<file path="config.mk">
export PLATFORM = sky130hd
export DESIGN_NAME = swgs_top
export DESIGN_NICKNAME = d
export VERILOG_FILES = /design/src/swgs_pkg.sv /design/src/swgs_top.sv /design/src/swgs_purge.sv
export SDC_FILE = /design/constraint.sdc
export NUM_CORES = 1
export LEC_CHECK = 0
export ABC_AREA = 1
export BUFFER_PORTS_ARGS = -buffer_cell sky130_fd_sc_hd__buf_4
export CORE_ASPECT_RATIO = 0.7
export CORE_MARGIN = 2
export CORE_UTILIZATION = 35
export CTS_CLUSTER_SIZE = 25
export DETAILED_ROUTE_END_ITERATION = 7
export MAX_ROUTING_LAYER = met4
export PLACE_DENSITY = 0.62
export SLEW_MARGIN = 20
export SYNTH_ARGS = -nofsm -noshare
export SYNTH_HDL_FRONTEND = slang
export SYNTH_SLANG_ARGS = --single-unit
</file>
<file path="constraint.sdc">
create_clock -name mclk -period 1.35 [get_ports mclk]
set_input_delay 0.3375 -clock mclk [delete_from_list [all_inputs] [get_ports mclk]]
set_output_delay 0.3375 -clock mclk [all_outputs]
set_load 0.03 [all_outputs]
</file>
<file path="src/swgs_pkg.sv">
// Shared constants for the switch global start-up control block
package swgs_pkg;
   // Register offsets on the 8-bit management address
   localparam logic [7:0] OFF_FAMILY = 8'h00;
   localparam logic [7:0] OFF_REV_START = 8'h01;
   localparam logic [7:0] OFF_GCTRL0 = 8'h02;
   // Field positions
   localparam int BIT_START = 0;
   localparam int BIT_ALT_BACKOFF = 7;
   localparam int BIT_PURGE = 5;
   // Reset values of the writable bits
   localparam logic RST_START = 1'b0;
   localparam logic RST_ALT_BACKOFF = 1'b0;
   localparam logic RST_PURGE = 1'b0;
   // Mode pin codes {high, low}
   localparam logic [1:0] MODE_AUTO = 2'h0;
   localparam logic [1:0] MODE_HOST = 2'h2;
   // Last EEPROM byte fetched by the boot loader
   localparam logic [7:0] EE_LAST = 8'h02;
   typedef enum logic [1:0] {BOOT_STRAP, BOOT_FETCH, BOOT_DONE} swgs_boot_e;
endpackage

</file>
<file path="src/swgs_top.sv">
// Global identification, start-up policy and control byte zero of the switch
// Behaviour
// - Host mode (1,0): switching starts only once host writes start bit one.
// - Writing start bit zero halts switching; registers stay accessible.
// - Mode (0,0): try EEPROM after reset, then start switching unaided.
// - No EEPROM answer: every register except the start bit keeps its reset default.
// - EEPROM image checked: byte 0 family code, byte 1 upper nibble chip id.
// - EEPROM contents replace defaults only when that check passes.
// - Control byte zero bit 7 selects alternative back-off; resets to zero.
// - Control byte zero bit 5 triggers table purge, self-clears when done.
// - Purge removes only entries of ports with learning disabled.
// - 256 byte registers on 8-bit address; upper read data bits are zero.
`timescale 1ns/10ps
module swgs_top
   import swgs_pkg::*;
#(
   parameter logic [7:0] FAMILY_CODE = 8'hA5, // Arbitrary value
   parameter logic [3:0] CHIP_ID = 4'h3, // Arbitrary value
   parameter logic [2:0] REVISION = 3'h1, // Arbitrary value
   parameter int DEPTH = 1024,
   parameter int NPORT = 4,
   parameter int AW = $clog2(DEPTH),
   parameter int PW = $clog2(NPORT)
)(
   // Clock and reset
   input wire logic mclk,
   input wire logic reset_n,
   // Mode straps
   input wire logic config_mode_pin_high,
   input wire logic config_mode_pin_low,
   // Decoded management register access
   input wire logic reg_wr,
   input wire logic reg_rd,
   input wire logic [7:0] reg_addr,
   input wire logic [15:0] reg_wdata,
   output logic [15:0] reg_rdata,
   // EEPROM byte fetch
   output logic ee_req,
   output logic [7:0] ee_addr,
   input wire logic ee_ack,
   input wire logic ee_nack,
   input wire logic [7:0] ee_data,
   // Switch core controls
   output logic switch_run,
   output logic alt_backoff,
   // Address table purge
   input wire logic [NPORT-1:0] learn_dis,
   input wire logic entry_valid,
   input wire logic [PW-1:0] entry_port,
   output logic [AW-1:0] purge_idx,
   output logic purge_clear,
   output logic [AW-1:0] purge_clr_idx
);
   swgs_boot_e boot_q, boot_d;
   logic [1:0] mode_q;
   logic start_q, start_d;
   logic alt_q, alt_d;
   logic purge_q, purge_d;
   logic run_q, run_d;
   logic fam_ok_q;
   logic req_q;
   logic [7:0] ee_addr_q;
   logic [15:0] rdata_q;
   logic purge_busy, purge_done;

   // Register decode
   wire wr_start = reg_wr & (reg_addr == OFF_REV_START);
   wire wr_gc0 = reg_wr & (reg_addr == OFF_GCTRL0);
   wire [7:0] byte_family = FAMILY_CODE;
   wire [7:0] byte_rev = {CHIP_ID, REVISION, start_q};
   wire [7:0] byte_gc0 = {alt_q, 1'b0, purge_q, 5'h00};
   // Rest of the map lives in other blocks; here it reads zero
   wire [7:0] rd_byte = (reg_addr == OFF_FAMILY) ? byte_family :
                        (reg_addr == OFF_REV_START) ? byte_rev :
                        (reg_addr == OFF_GCTRL0) ? byte_gc0 : 8'h00;
   wire [15:0] rdata_d = reg_rd ? {8'h00, rd_byte} : rdata_q;

   // Boot loader
   wire fetching = (boot_q == BOOT_FETCH);
   wire ee_take = fetching & ee_ack;
   wire ee_fail = fetching & ee_nack & ~ee_ack;
   wire nib_ok = (ee_data[7:4] == CHIP_ID);
   wire chk_bad = ee_take & (ee_addr_q == OFF_REV_START) & ~(fam_ok_q & nib_ok);
   wire load_gc0 = ee_take & (ee_addr_q == EE_LAST);
   wire boot_end = ee_fail | chk_bad | load_gc0;
   wire run_mode = (mode_q == MODE_AUTO) | (mode_q == MODE_HOST);

   always_comb
   begin
      boot_d = boot_q;
      unique case (boot_q)
         BOOT_STRAP: boot_d = ({config_mode_pin_high, config_mode_pin_low} == MODE_AUTO) ?
                              BOOT_FETCH : BOOT_DONE;
         BOOT_FETCH: boot_d = boot_end ? BOOT_DONE : BOOT_FETCH;
         BOOT_DONE: boot_d = BOOT_DONE;
      endcase
   end

   // Auto mode sets start itself, a later host write of zero still halts
   assign start_d = boot_end ? 1'b1 : wr_start ? reg_wdata[BIT_START] : start_q;
   assign alt_d = wr_gc0 ? reg_wdata[BIT_ALT_BACKOFF] :
                  load_gc0 ? ee_data[BIT_ALT_BACKOFF] : alt_q;
   // A fresh trigger in the done cycle wins over the self-clear
   assign purge_d = (wr_gc0 & reg_wdata[BIT_PURGE]) ? 1'b1 : purge_done ? 1'b0 : purge_q;
   // Registers stay reachable while halted; only forwarding stops
   assign run_d = start_q & (boot_q == BOOT_DONE) & run_mode;

   always_ff @(posedge mclk)
   begin
      if (!reset_n)
      begin
         boot_q <= BOOT_STRAP;
         start_q <= RST_START;
         alt_q <= RST_ALT_BACKOFF;
         purge_q <= RST_PURGE;
         run_q <= 1'b0;
         rdata_q <= 16'h0000;
      end
      else
      begin
         boot_q <= boot_d;
         start_q <= start_d;
         alt_q <= alt_d;
         purge_q <= purge_d;
         run_q <= run_d;
         rdata_q <= rdata_d;
      end
   end

   // Strap capture and EEPROM request, taken on the first edge after release
   always_ff @(posedge mclk)
   begin
      if (!reset_n)
      begin
         mode_q <= 2'h0;
         fam_ok_q <= 1'b0;
         req_q <= 1'b0;
         ee_addr_q <= 8'h00;
      end
      else
      begin
         if (boot_q == BOOT_STRAP)
            mode_q <= {config_mode_pin_high, config_mode_pin_low};
         if (boot_q == BOOT_STRAP)
            req_q <= (boot_d == BOOT_FETCH);
         else if (boot_end)
            req_q <= 1'b0;
         if (ee_take & (ee_addr_q == OFF_FAMILY))
            fam_ok_q <= (ee_data == FAMILY_CODE);
         if (ee_take & ~boot_end)
            ee_addr_q <= ee_addr_q + 8'h01;
      end
   end

   swgs_purge #(
      .DEPTH(DEPTH),
      .NPORT(NPORT),
      .AW(AW),
      .PW(PW)
   ) u_purge (
      .mclk(mclk),
      .reset_n(reset_n),
      .start(purge_q & ~purge_busy & ~purge_done),
      .learn_dis(learn_dis),
      .entry_valid(entry_valid),
      .entry_port(entry_port),
      .idx_q(purge_idx),
      .clear_q(purge_clear),
      .clr_idx_q(purge_clr_idx),
      .busy_q(purge_busy),
      .done_q(purge_done)
   );

   assign reg_rdata = rdata_q;
   assign ee_req = req_q;
   assign ee_addr = ee_addr_q;
   assign switch_run = run_q;
   assign alt_backoff = alt_q;
endmodule // swgs_top

</file>
<file path="src/swgs_purge.sv">
// Dynamic address table purge walker
`timescale 1ns/10ps
module swgs_purge
   import swgs_pkg::*;
#(
   parameter int DEPTH = 1024,
   parameter int NPORT = 4,
   parameter int AW = $clog2(DEPTH),
   parameter int PW = $clog2(NPORT)
)(
   // Clock and reset
   input wire logic mclk,
   input wire logic reset_n,
   // Control
   input wire logic start,
   input wire logic [NPORT-1:0] learn_dis,
   // Table walk
   input wire logic entry_valid,
   input wire logic [PW-1:0] entry_port,
   output logic [AW-1:0] idx_q,
   output logic clear_q,
   output logic [AW-1:0] clr_idx_q,
   output logic busy_q,
   output logic done_q
);
   localparam logic [AW-1:0] LAST = AW'(DEPTH - 1);

   wire hit = busy_q & entry_valid & learn_dis[entry_port];

   always_ff @(posedge mclk)
   begin
      if (!reset_n)
      begin
         idx_q <= '0;
         clear_q <= 1'b0;
         clr_idx_q <= '0;
         busy_q <= 1'b0;
         done_q <= 1'b0;
      end
      else
      begin
         clear_q <= hit;
         clr_idx_q <= idx_q;
         done_q <= busy_q & (idx_q == LAST);
         if (start & ~busy_q)
         begin
            busy_q <= 1'b1;
            idx_q <= '0;
         end
         else if (busy_q)
         begin
            busy_q <= (idx_q != LAST);
            idx_q <= (idx_q == LAST) ? idx_q : idx_q + 1'b1;
         end
      end
   end
endmodule // swgs_purge

</file>
# Yosys cells after proc, flatten, opt, wreduce, memory -nomap -nowiden
# Cells that the tools add are included.
[op_classes]
addsub = 2
order_cmp = 1
n_eq_ne = 12
n_mux = 18
bitwise = 30
n_reduce_logical = 11
[op_table]
columns = ["op", "n"]
rows = [
  ["8-bit two-way mux", 3],
  ["1-bit bitwise AND", 20],
  ["8-bit by 1-bit == test with 1-bit output, second input constant", 2],
  ["8-bit by 2-bit == test with 1-bit output, second input constant", 2],
  ["8-bit logical NOT", 2],
  ["1-bit two-way mux", 11],
  ["10-bit by 1-bit adder with 10-bit output, second input constant", 1],
  ["10-bit == test, second input constant", 1],
  ["10-bit != test, second input constant", 1],
  ["8-bit by 1-bit adder with 8-bit output, second input constant", 1],
  ["8-bit == test, second input constant", 1],
  ["2-bit nonzero test", 4],
  ["1-bit inverter", 7],
  ["2-bit logical NOT", 3],
  ["2-bit case mux with 3 select lines", 1],
  ["2-bit by 1-bit == test with 1-bit output, second input constant", 2],
  ["2-bit == test, second input constant", 2],
  ["4-bit by 2-bit == test with 1-bit output, second input constant", 1],
  ["2-bit two-way mux", 2],
  ["2-bit by 3-bit less-than comparator with 1-bit output, second input constant", 1],
  ["1-bit bitwise OR", 3],
  ["1-bit binary-select mux with 2-bit select", 1],
  ["2-bit AND reduction", 1],
  ["2-bit OR reduction", 1],
]
[totals]
register_bits = 49
out_inout_bits = 48
word_cells = 89

# Depth between registers and ports, before layout
[depth]
depth_word = 10
ltp_mapped = 11
depth_no_buf = 11

# Hierarchy
# Synthesis repeated with hierarchy kept, for this count alone.
[hier_totals]
cells_unflattened = 316
hier_area_um2 = 2274.7
[modules_own_cells]
columns = ["mod", "n_inst", "cells_per_inst", "area_each_um2", "seq_area_each_um2"]
rows = [
  ["swgs_top", 1, 183, 1276.2, 440.4],
  ["swgs_purge", 1, 133, 998.5, 460.4],
]

# Worst setup path after synthesis
# No wires, ideal clock.
[synth_timing]
kind = "register to register"
startpoint = "reg ee_addr_q[0] (netlist: ee_addr[0])"
endpoint = "reg ee_addr_q[0] (netlist: ee_addr[0])"
setup_time_ns = 0.121
arrival_ns = 1.508
t_required_ns = 1.229
setup_slack_ns = -0.278
stages_incl_launch_ff = 10
period_less_slack_ns = 1.628
path_cell_list = "dfxtp_1 > inv_1 > ha_1 > nand2_1 > nor2_2 > nor2_4 > nand3_2 > buf_6 > o21ai_1 > a21oi_1"
[synth_between]
elab_chain_len = 7
word_cells_on_any_way = 10
[synth_rtl]
columns = ["element", "line", "rtl"]
rows = [
  ["from (decl)", "swgs_top.sv:62", "logic [7:0] ee_addr_q;"],
  ["from (signal assigned)", "swgs_top.sv:151", "ee_addr_q <= ee_addr_q + 8'h01;"],
  ["8-bit by 1-bit == test with 1-bit output", "swgs_top.sv:83", "wire chk_bad = ee_take & (ee_addr_q == OFF_REV_START) & ~(fam_ok_q & nib_ok);"],
  ["1-bit bitwise AND (2 in series)", "swgs_top.sv:83", ""],
  ["1-bit bitwise OR (2 in series)", "swgs_top.sv:85", "wire boot_end = ee_fail | chk_bad | load_gc0;"],
  ["1-bit inverter", "swgs_top.sv:150", "if (ee_take & ~boot_end)"],
  ["1-bit bitwise AND", "swgs_top.sv:150", ""],
]
# Several ways; a longest one is shown, not always the timed one.
# A chain may end at the register's enable or synchronous reset.

# Worst setup path in the final report
[layout_timing]
startpoint = "reg boot_q[1]"
endpoint = "reg req_q (netlist: ee_req)"
[layout_between]
elab_chain_len = 10
word_cells_on_any_way = 16
[layout_rtl]
columns = ["element", "line", "rtl"]
rows = [
  ["from (decl)", "swgs_top.sv:54", "swgs_boot_e boot_q, boot_d;"],
  ["from (signal assigned)", "swgs_top.sv:121", "boot_q <= boot_d;"],
  ["2-bit by 1-bit == test with 1-bit output", "swgs_top.sv:79, swgs_top.sv:91", ""],
  ["1-bit bitwise AND", "swgs_top.sv:80", "wire ee_take = fetching & ee_ack;"],
  ["1-bit bitwise AND (2 in series)", "swgs_top.sv:83", ""],
  ["1-bit bitwise OR (2 in series)", "swgs_top.sv:85", ""],
  ["2-bit two-way mux", "swgs_top.sv:94", "BOOT_FETCH: boot_d = boot_end ? BOOT_DONE : BOOT_FETCH;"],
  ["2-bit case mux with 3 select lines", "swgs_top.sv:91", "unique case (boot_q)"],
  ["2-bit by 1-bit == test with 1-bit output", "swgs_top.sv:145", "req_q <= (boot_d == BOOT_FETCH);"],
  ["1-bit two-way mux", "swgs_top.sv:144", "if (boot_q == BOOT_STRAP)"],
  ["to (signal assigned)", "swgs_top.sv:145", ""],
  ["to (decl)", "swgs_top.sv:61", "logic req_q;"],
]
# Several ways; a longest one is shown, not always the timed one.

==> impl_metrics.py <==
metrics = {
    "run_status": {
        "outcome": "complete, but fails checks",
        "violations": "setup timing",
    },
    "die": {
        "ios": 95,
        "die_h_um": 70.8,
        "core_um2": 6190,
        "dieWidth_um": 99.5,
        "std_cell_rows": 24,
        "dieArea_um2": 7050,
        "initial_core_util": 0.361,
    },
    "clocking": {
        "cts_buffers": 5,
        "htree_levels": 2,
        "cts_tree": "done",
        "cts_buffer_depth": 2,
        "clkTransAtPathRegs_ns": 0.09,
        "cts_root_buf": "clkbuf_8",
        "clkSinkCount": 45,
        "clkLatencyLatePin_ns": 0.30,
    },
    "timing": {
        "period_needed_ns": 1.43,
        "fmax_ghz": 0.698,
        "report.final.slew_viol_count": 0,
        "finClkSkew_ns": 0.00842,
        "setup_viol": 18,
        "hold_violations": 0,
        "rsz0062_at_grt": "yes",
        "timing.final.ws_setup_ns": -0.0827,
        "finalCritPeriodShare": 1.06,
        "tns_ns": -0.731,
    },
    "finish": {
        "final_net_count": 473,
        "fillers": 594,
        "area_growth_pct": 54.2,
        "insertedDiodeCount": 0,
        "seq_area_um2": 946,
        "drive_above_1_share": 0.458,
        "multi_input_area_um2": 1290,
    },
    "worst_setup_path": {
        "timing.rr.end": "ee_req$_SDFFE_PN0P_",
        "crit_slowest_cell": "dfxtp_2",
        "crit_fanout": 4,
        "crit_path_max_incr_delay_ns": 0.33,
        "cp-endpoint": "ee_req$_SDFFE_PN0P_",
        "path_cells": "inv_2 > ha_4 > nand2_4 > inv_4 > nand3_4 > nor2_4 > nor2_4 > buf_6 > nand3_1 > nand2_1 > nand2_1 > a21oi_2",
        "required_ns": 1.55,
        "rr_worst_depth": 12,
        "startpoint_type": "flip-flop",
        "critPathCaptureType": "flip-flop",
        "criticalPathCategory": "reg -> reg",
        "rr_startpoint": "boot_q[1]$_SDFF_PN0_",
        "r2r_slack_ns": -0.08,
        "arrival_ns": 1.63,
        "crit_start": "boot_q[1]$_SDFF_PN0_",
    },
    "detailed_routing": {
        "remaining_drc_errors": 0,
        "via_per_inst": 4.44,
        "postRouteAntennaNets": 0,
        "wl_um": 5600,
        "dr.pass1.iters": 4,
        "vias": 2206,
        "wl_per_cell_um": 11.3,
        "drtIter0Drc": 48,
    },
    "synthesis": {
        "ys_ff_latch": 45,
        "yosysMostFrequentCell": "nand2_1",
        "yosysTopAreaCellShare": 0.403,
        "syn_area_um2": 2230,
        "synthTopCellsByArea": "dfxtp_1 40%, nand2_1 12%, inv_1 6.7%",
        "ys.flop_type": "dfxtp_1",
        "ys_warn_count": 0,
        "yosysSeqAreaShare": 0.403,
        "synth_common_cells": "74 x nand2_1, 45 x dfxtp_1, 40 x inv_1, 30 x nor2_1",
        "asyncSetResetFlopFracSynth": 0,
        "syn_inst": 309,
        "avgSynthCellArea_um2": 7.23,
        "synth-edff-count": 0,
        "synth_top_area_cell": "dfxtp_1",
        "yosysUniqueCellTypes": 29,
    },
    "global_routing": {
        "grt_max_degree": 15,
        "grt_pass1_vias": 2083,
        "grt_antenna_before_repair": 0,
        "grt_use_total": 0.170,
        "grt_first_pass_wirelength_um": 9400,
        "grt-ovfl-total": 0,
    },
    "run": {
        "max_cap_violations": 0,
    },
    "place": {
        "hpwl_um": 4330,
        "place.gp.congestion": 0.861,
        "dpl_worst_slack_ns": -0.166,
        "port_buffers": 71,
    },
    "pwr": {
        "cellPowerDensity_nw_per_um2": 779,
        "leakagePower_nw": 1.62,
        "power_mw": 2.68,
        "ir_drop_v": 0.000409,
    },
    "hold_path": {
        "hold_path_class": "in -> reg",
    },
}
[stage by stage]
step                       util  std cells  hold slack, ns  area (µm²)
after floorplan               -        318           0.392        2390
after global placement    0.512        486           0.415        3170
after detailed placement  0.512        486           0.422        3170
after CTS                 0.541        497           0.214        3340
after global routing      0.557        497           0.220        3440
final                     0.557        497           0.221        3440
[metal layers]
metal  GRT usage  vias up  part of all wire
met5           -        -                 0
met4      0.0563        0            0.0098
met3      0.0336        4             0.043
met2       0.263       46              0.45
met1       0.225      979              0.50
li1            -     1177                 -
[cells in the final DEF, fill, tap and decap left out, drive strengths merged]
| master | netlist | layout |
|---|---|---|
| nor4 | 1 | 1 |
| clkbuf | 3 | 7 |
| xor2 | 6 | 6 |
| nor2 | 34 | 34 |
| a31oi | 2 | 2 |
| xnor2 | 4 | 4 |
| o211ai | 1 | 1 |
| a21oi | 26 | 26 |
| ha | 8 | 8 |
| inv | 40 | 40 |
| conb | 1 | 10 |
| o21ai | 11 | 11 |
| nand2 | 76 | 76 |
| or2 | 1 | 1 |
| dfxtp | 45 | 45 |
| clkinv | 0 | 1 |
| nand4 | 3 | 3 |
| buf | 14 | 110 |
| nor3 | 9 | 9 |
| nand3 | 23 | 23 |
| nor3b | 1 | 1 |
[layout make-up]
class	instances	area share
Multi-Input combinational cell	216	0.374
Timing Repair Buffer	110	0.246
Clock buffer	7	0.0283
Clock inverter	1	0.00254
Sequential cell	45	0.275
Inverter	40	0.0458
Tap cell	78	0.0283
[power by group]
group | internal [mW] | switching, mW | total [mW]
sequential | 1.34 | 0.0171 | 1.35
clock | 0.482 | 0.471 | 0.953
combinational | 0.162 | 0.213 | 0.375
total | 1.98 | 0.701 | 2.68
[cells by family (layout without fill, tap and decap cells)]
group	Yosys count	count (layout)	share of synthesized area
adders and majority gates	8	8	0.0448
other	1	10	0.00168
xor gates and xnor gates	10	10	0.0392
buffers and inverters	57	158	0.121
AOI/OAI and AO/OA	40	40	0.100
DFF	45	45	0.403
and+or+nand+nor	148	148	0.290
[worst max-delay path: cells and delay by family, from the launching register on]
family | cells | cell delay (ns)
compound gates | 1 | 0.05
fa+ha+maj | 1 | 0.15
buf+inv | 3 | 0.25
flops | 1 | 0.33
simple gates | 7 | 0.55
[flip-flops by register name, summed over array words and instances, names as in the netlist, 2 cells and up]
name               cells
u_purge.clr_idx_q     10
u_purge.idx_q         10
ee_addr                8
reg_rdata              5
boot_q                 2
[repair_timing]
action / 4_1_cts / 5_1_grt
pin swaps: 7 / 11
setup buffers: 3 / 0
gates resized for setup: 16 / 28
hold buffers: 0 / 0
endpoints found under the setup margin: 20 / 25
[worst min path at each step]
stage	cells after the start	slack, ns	to	startpoint
2_1_floorplan	1	0.39	switch_run$_SDFF_PN0_	mode_q[0]$_SDFFE_PN0P_
3_3_place_gp	1	0.41	switch_run$_SDFF_PN0_	mode_q[0]$_SDFFE_PN0P_
3_5_place_dp	1	0.42	switch_run$_SDFF_PN0_	mode_q[0]$_SDFFE_PN0P_
4_1_cts	2	0.21	u_purge.clear_q$_SDFF_PN0_	entry_port[1]
5_1_grt	2	0.22	u_purge.clear_q$_SDFF_PN0_	entry_port[1]
6_report	2	0.22	u_purge.clear_q$_SDFF_PN0_	entry_port[1]
(Power assumes the default switching activity.)
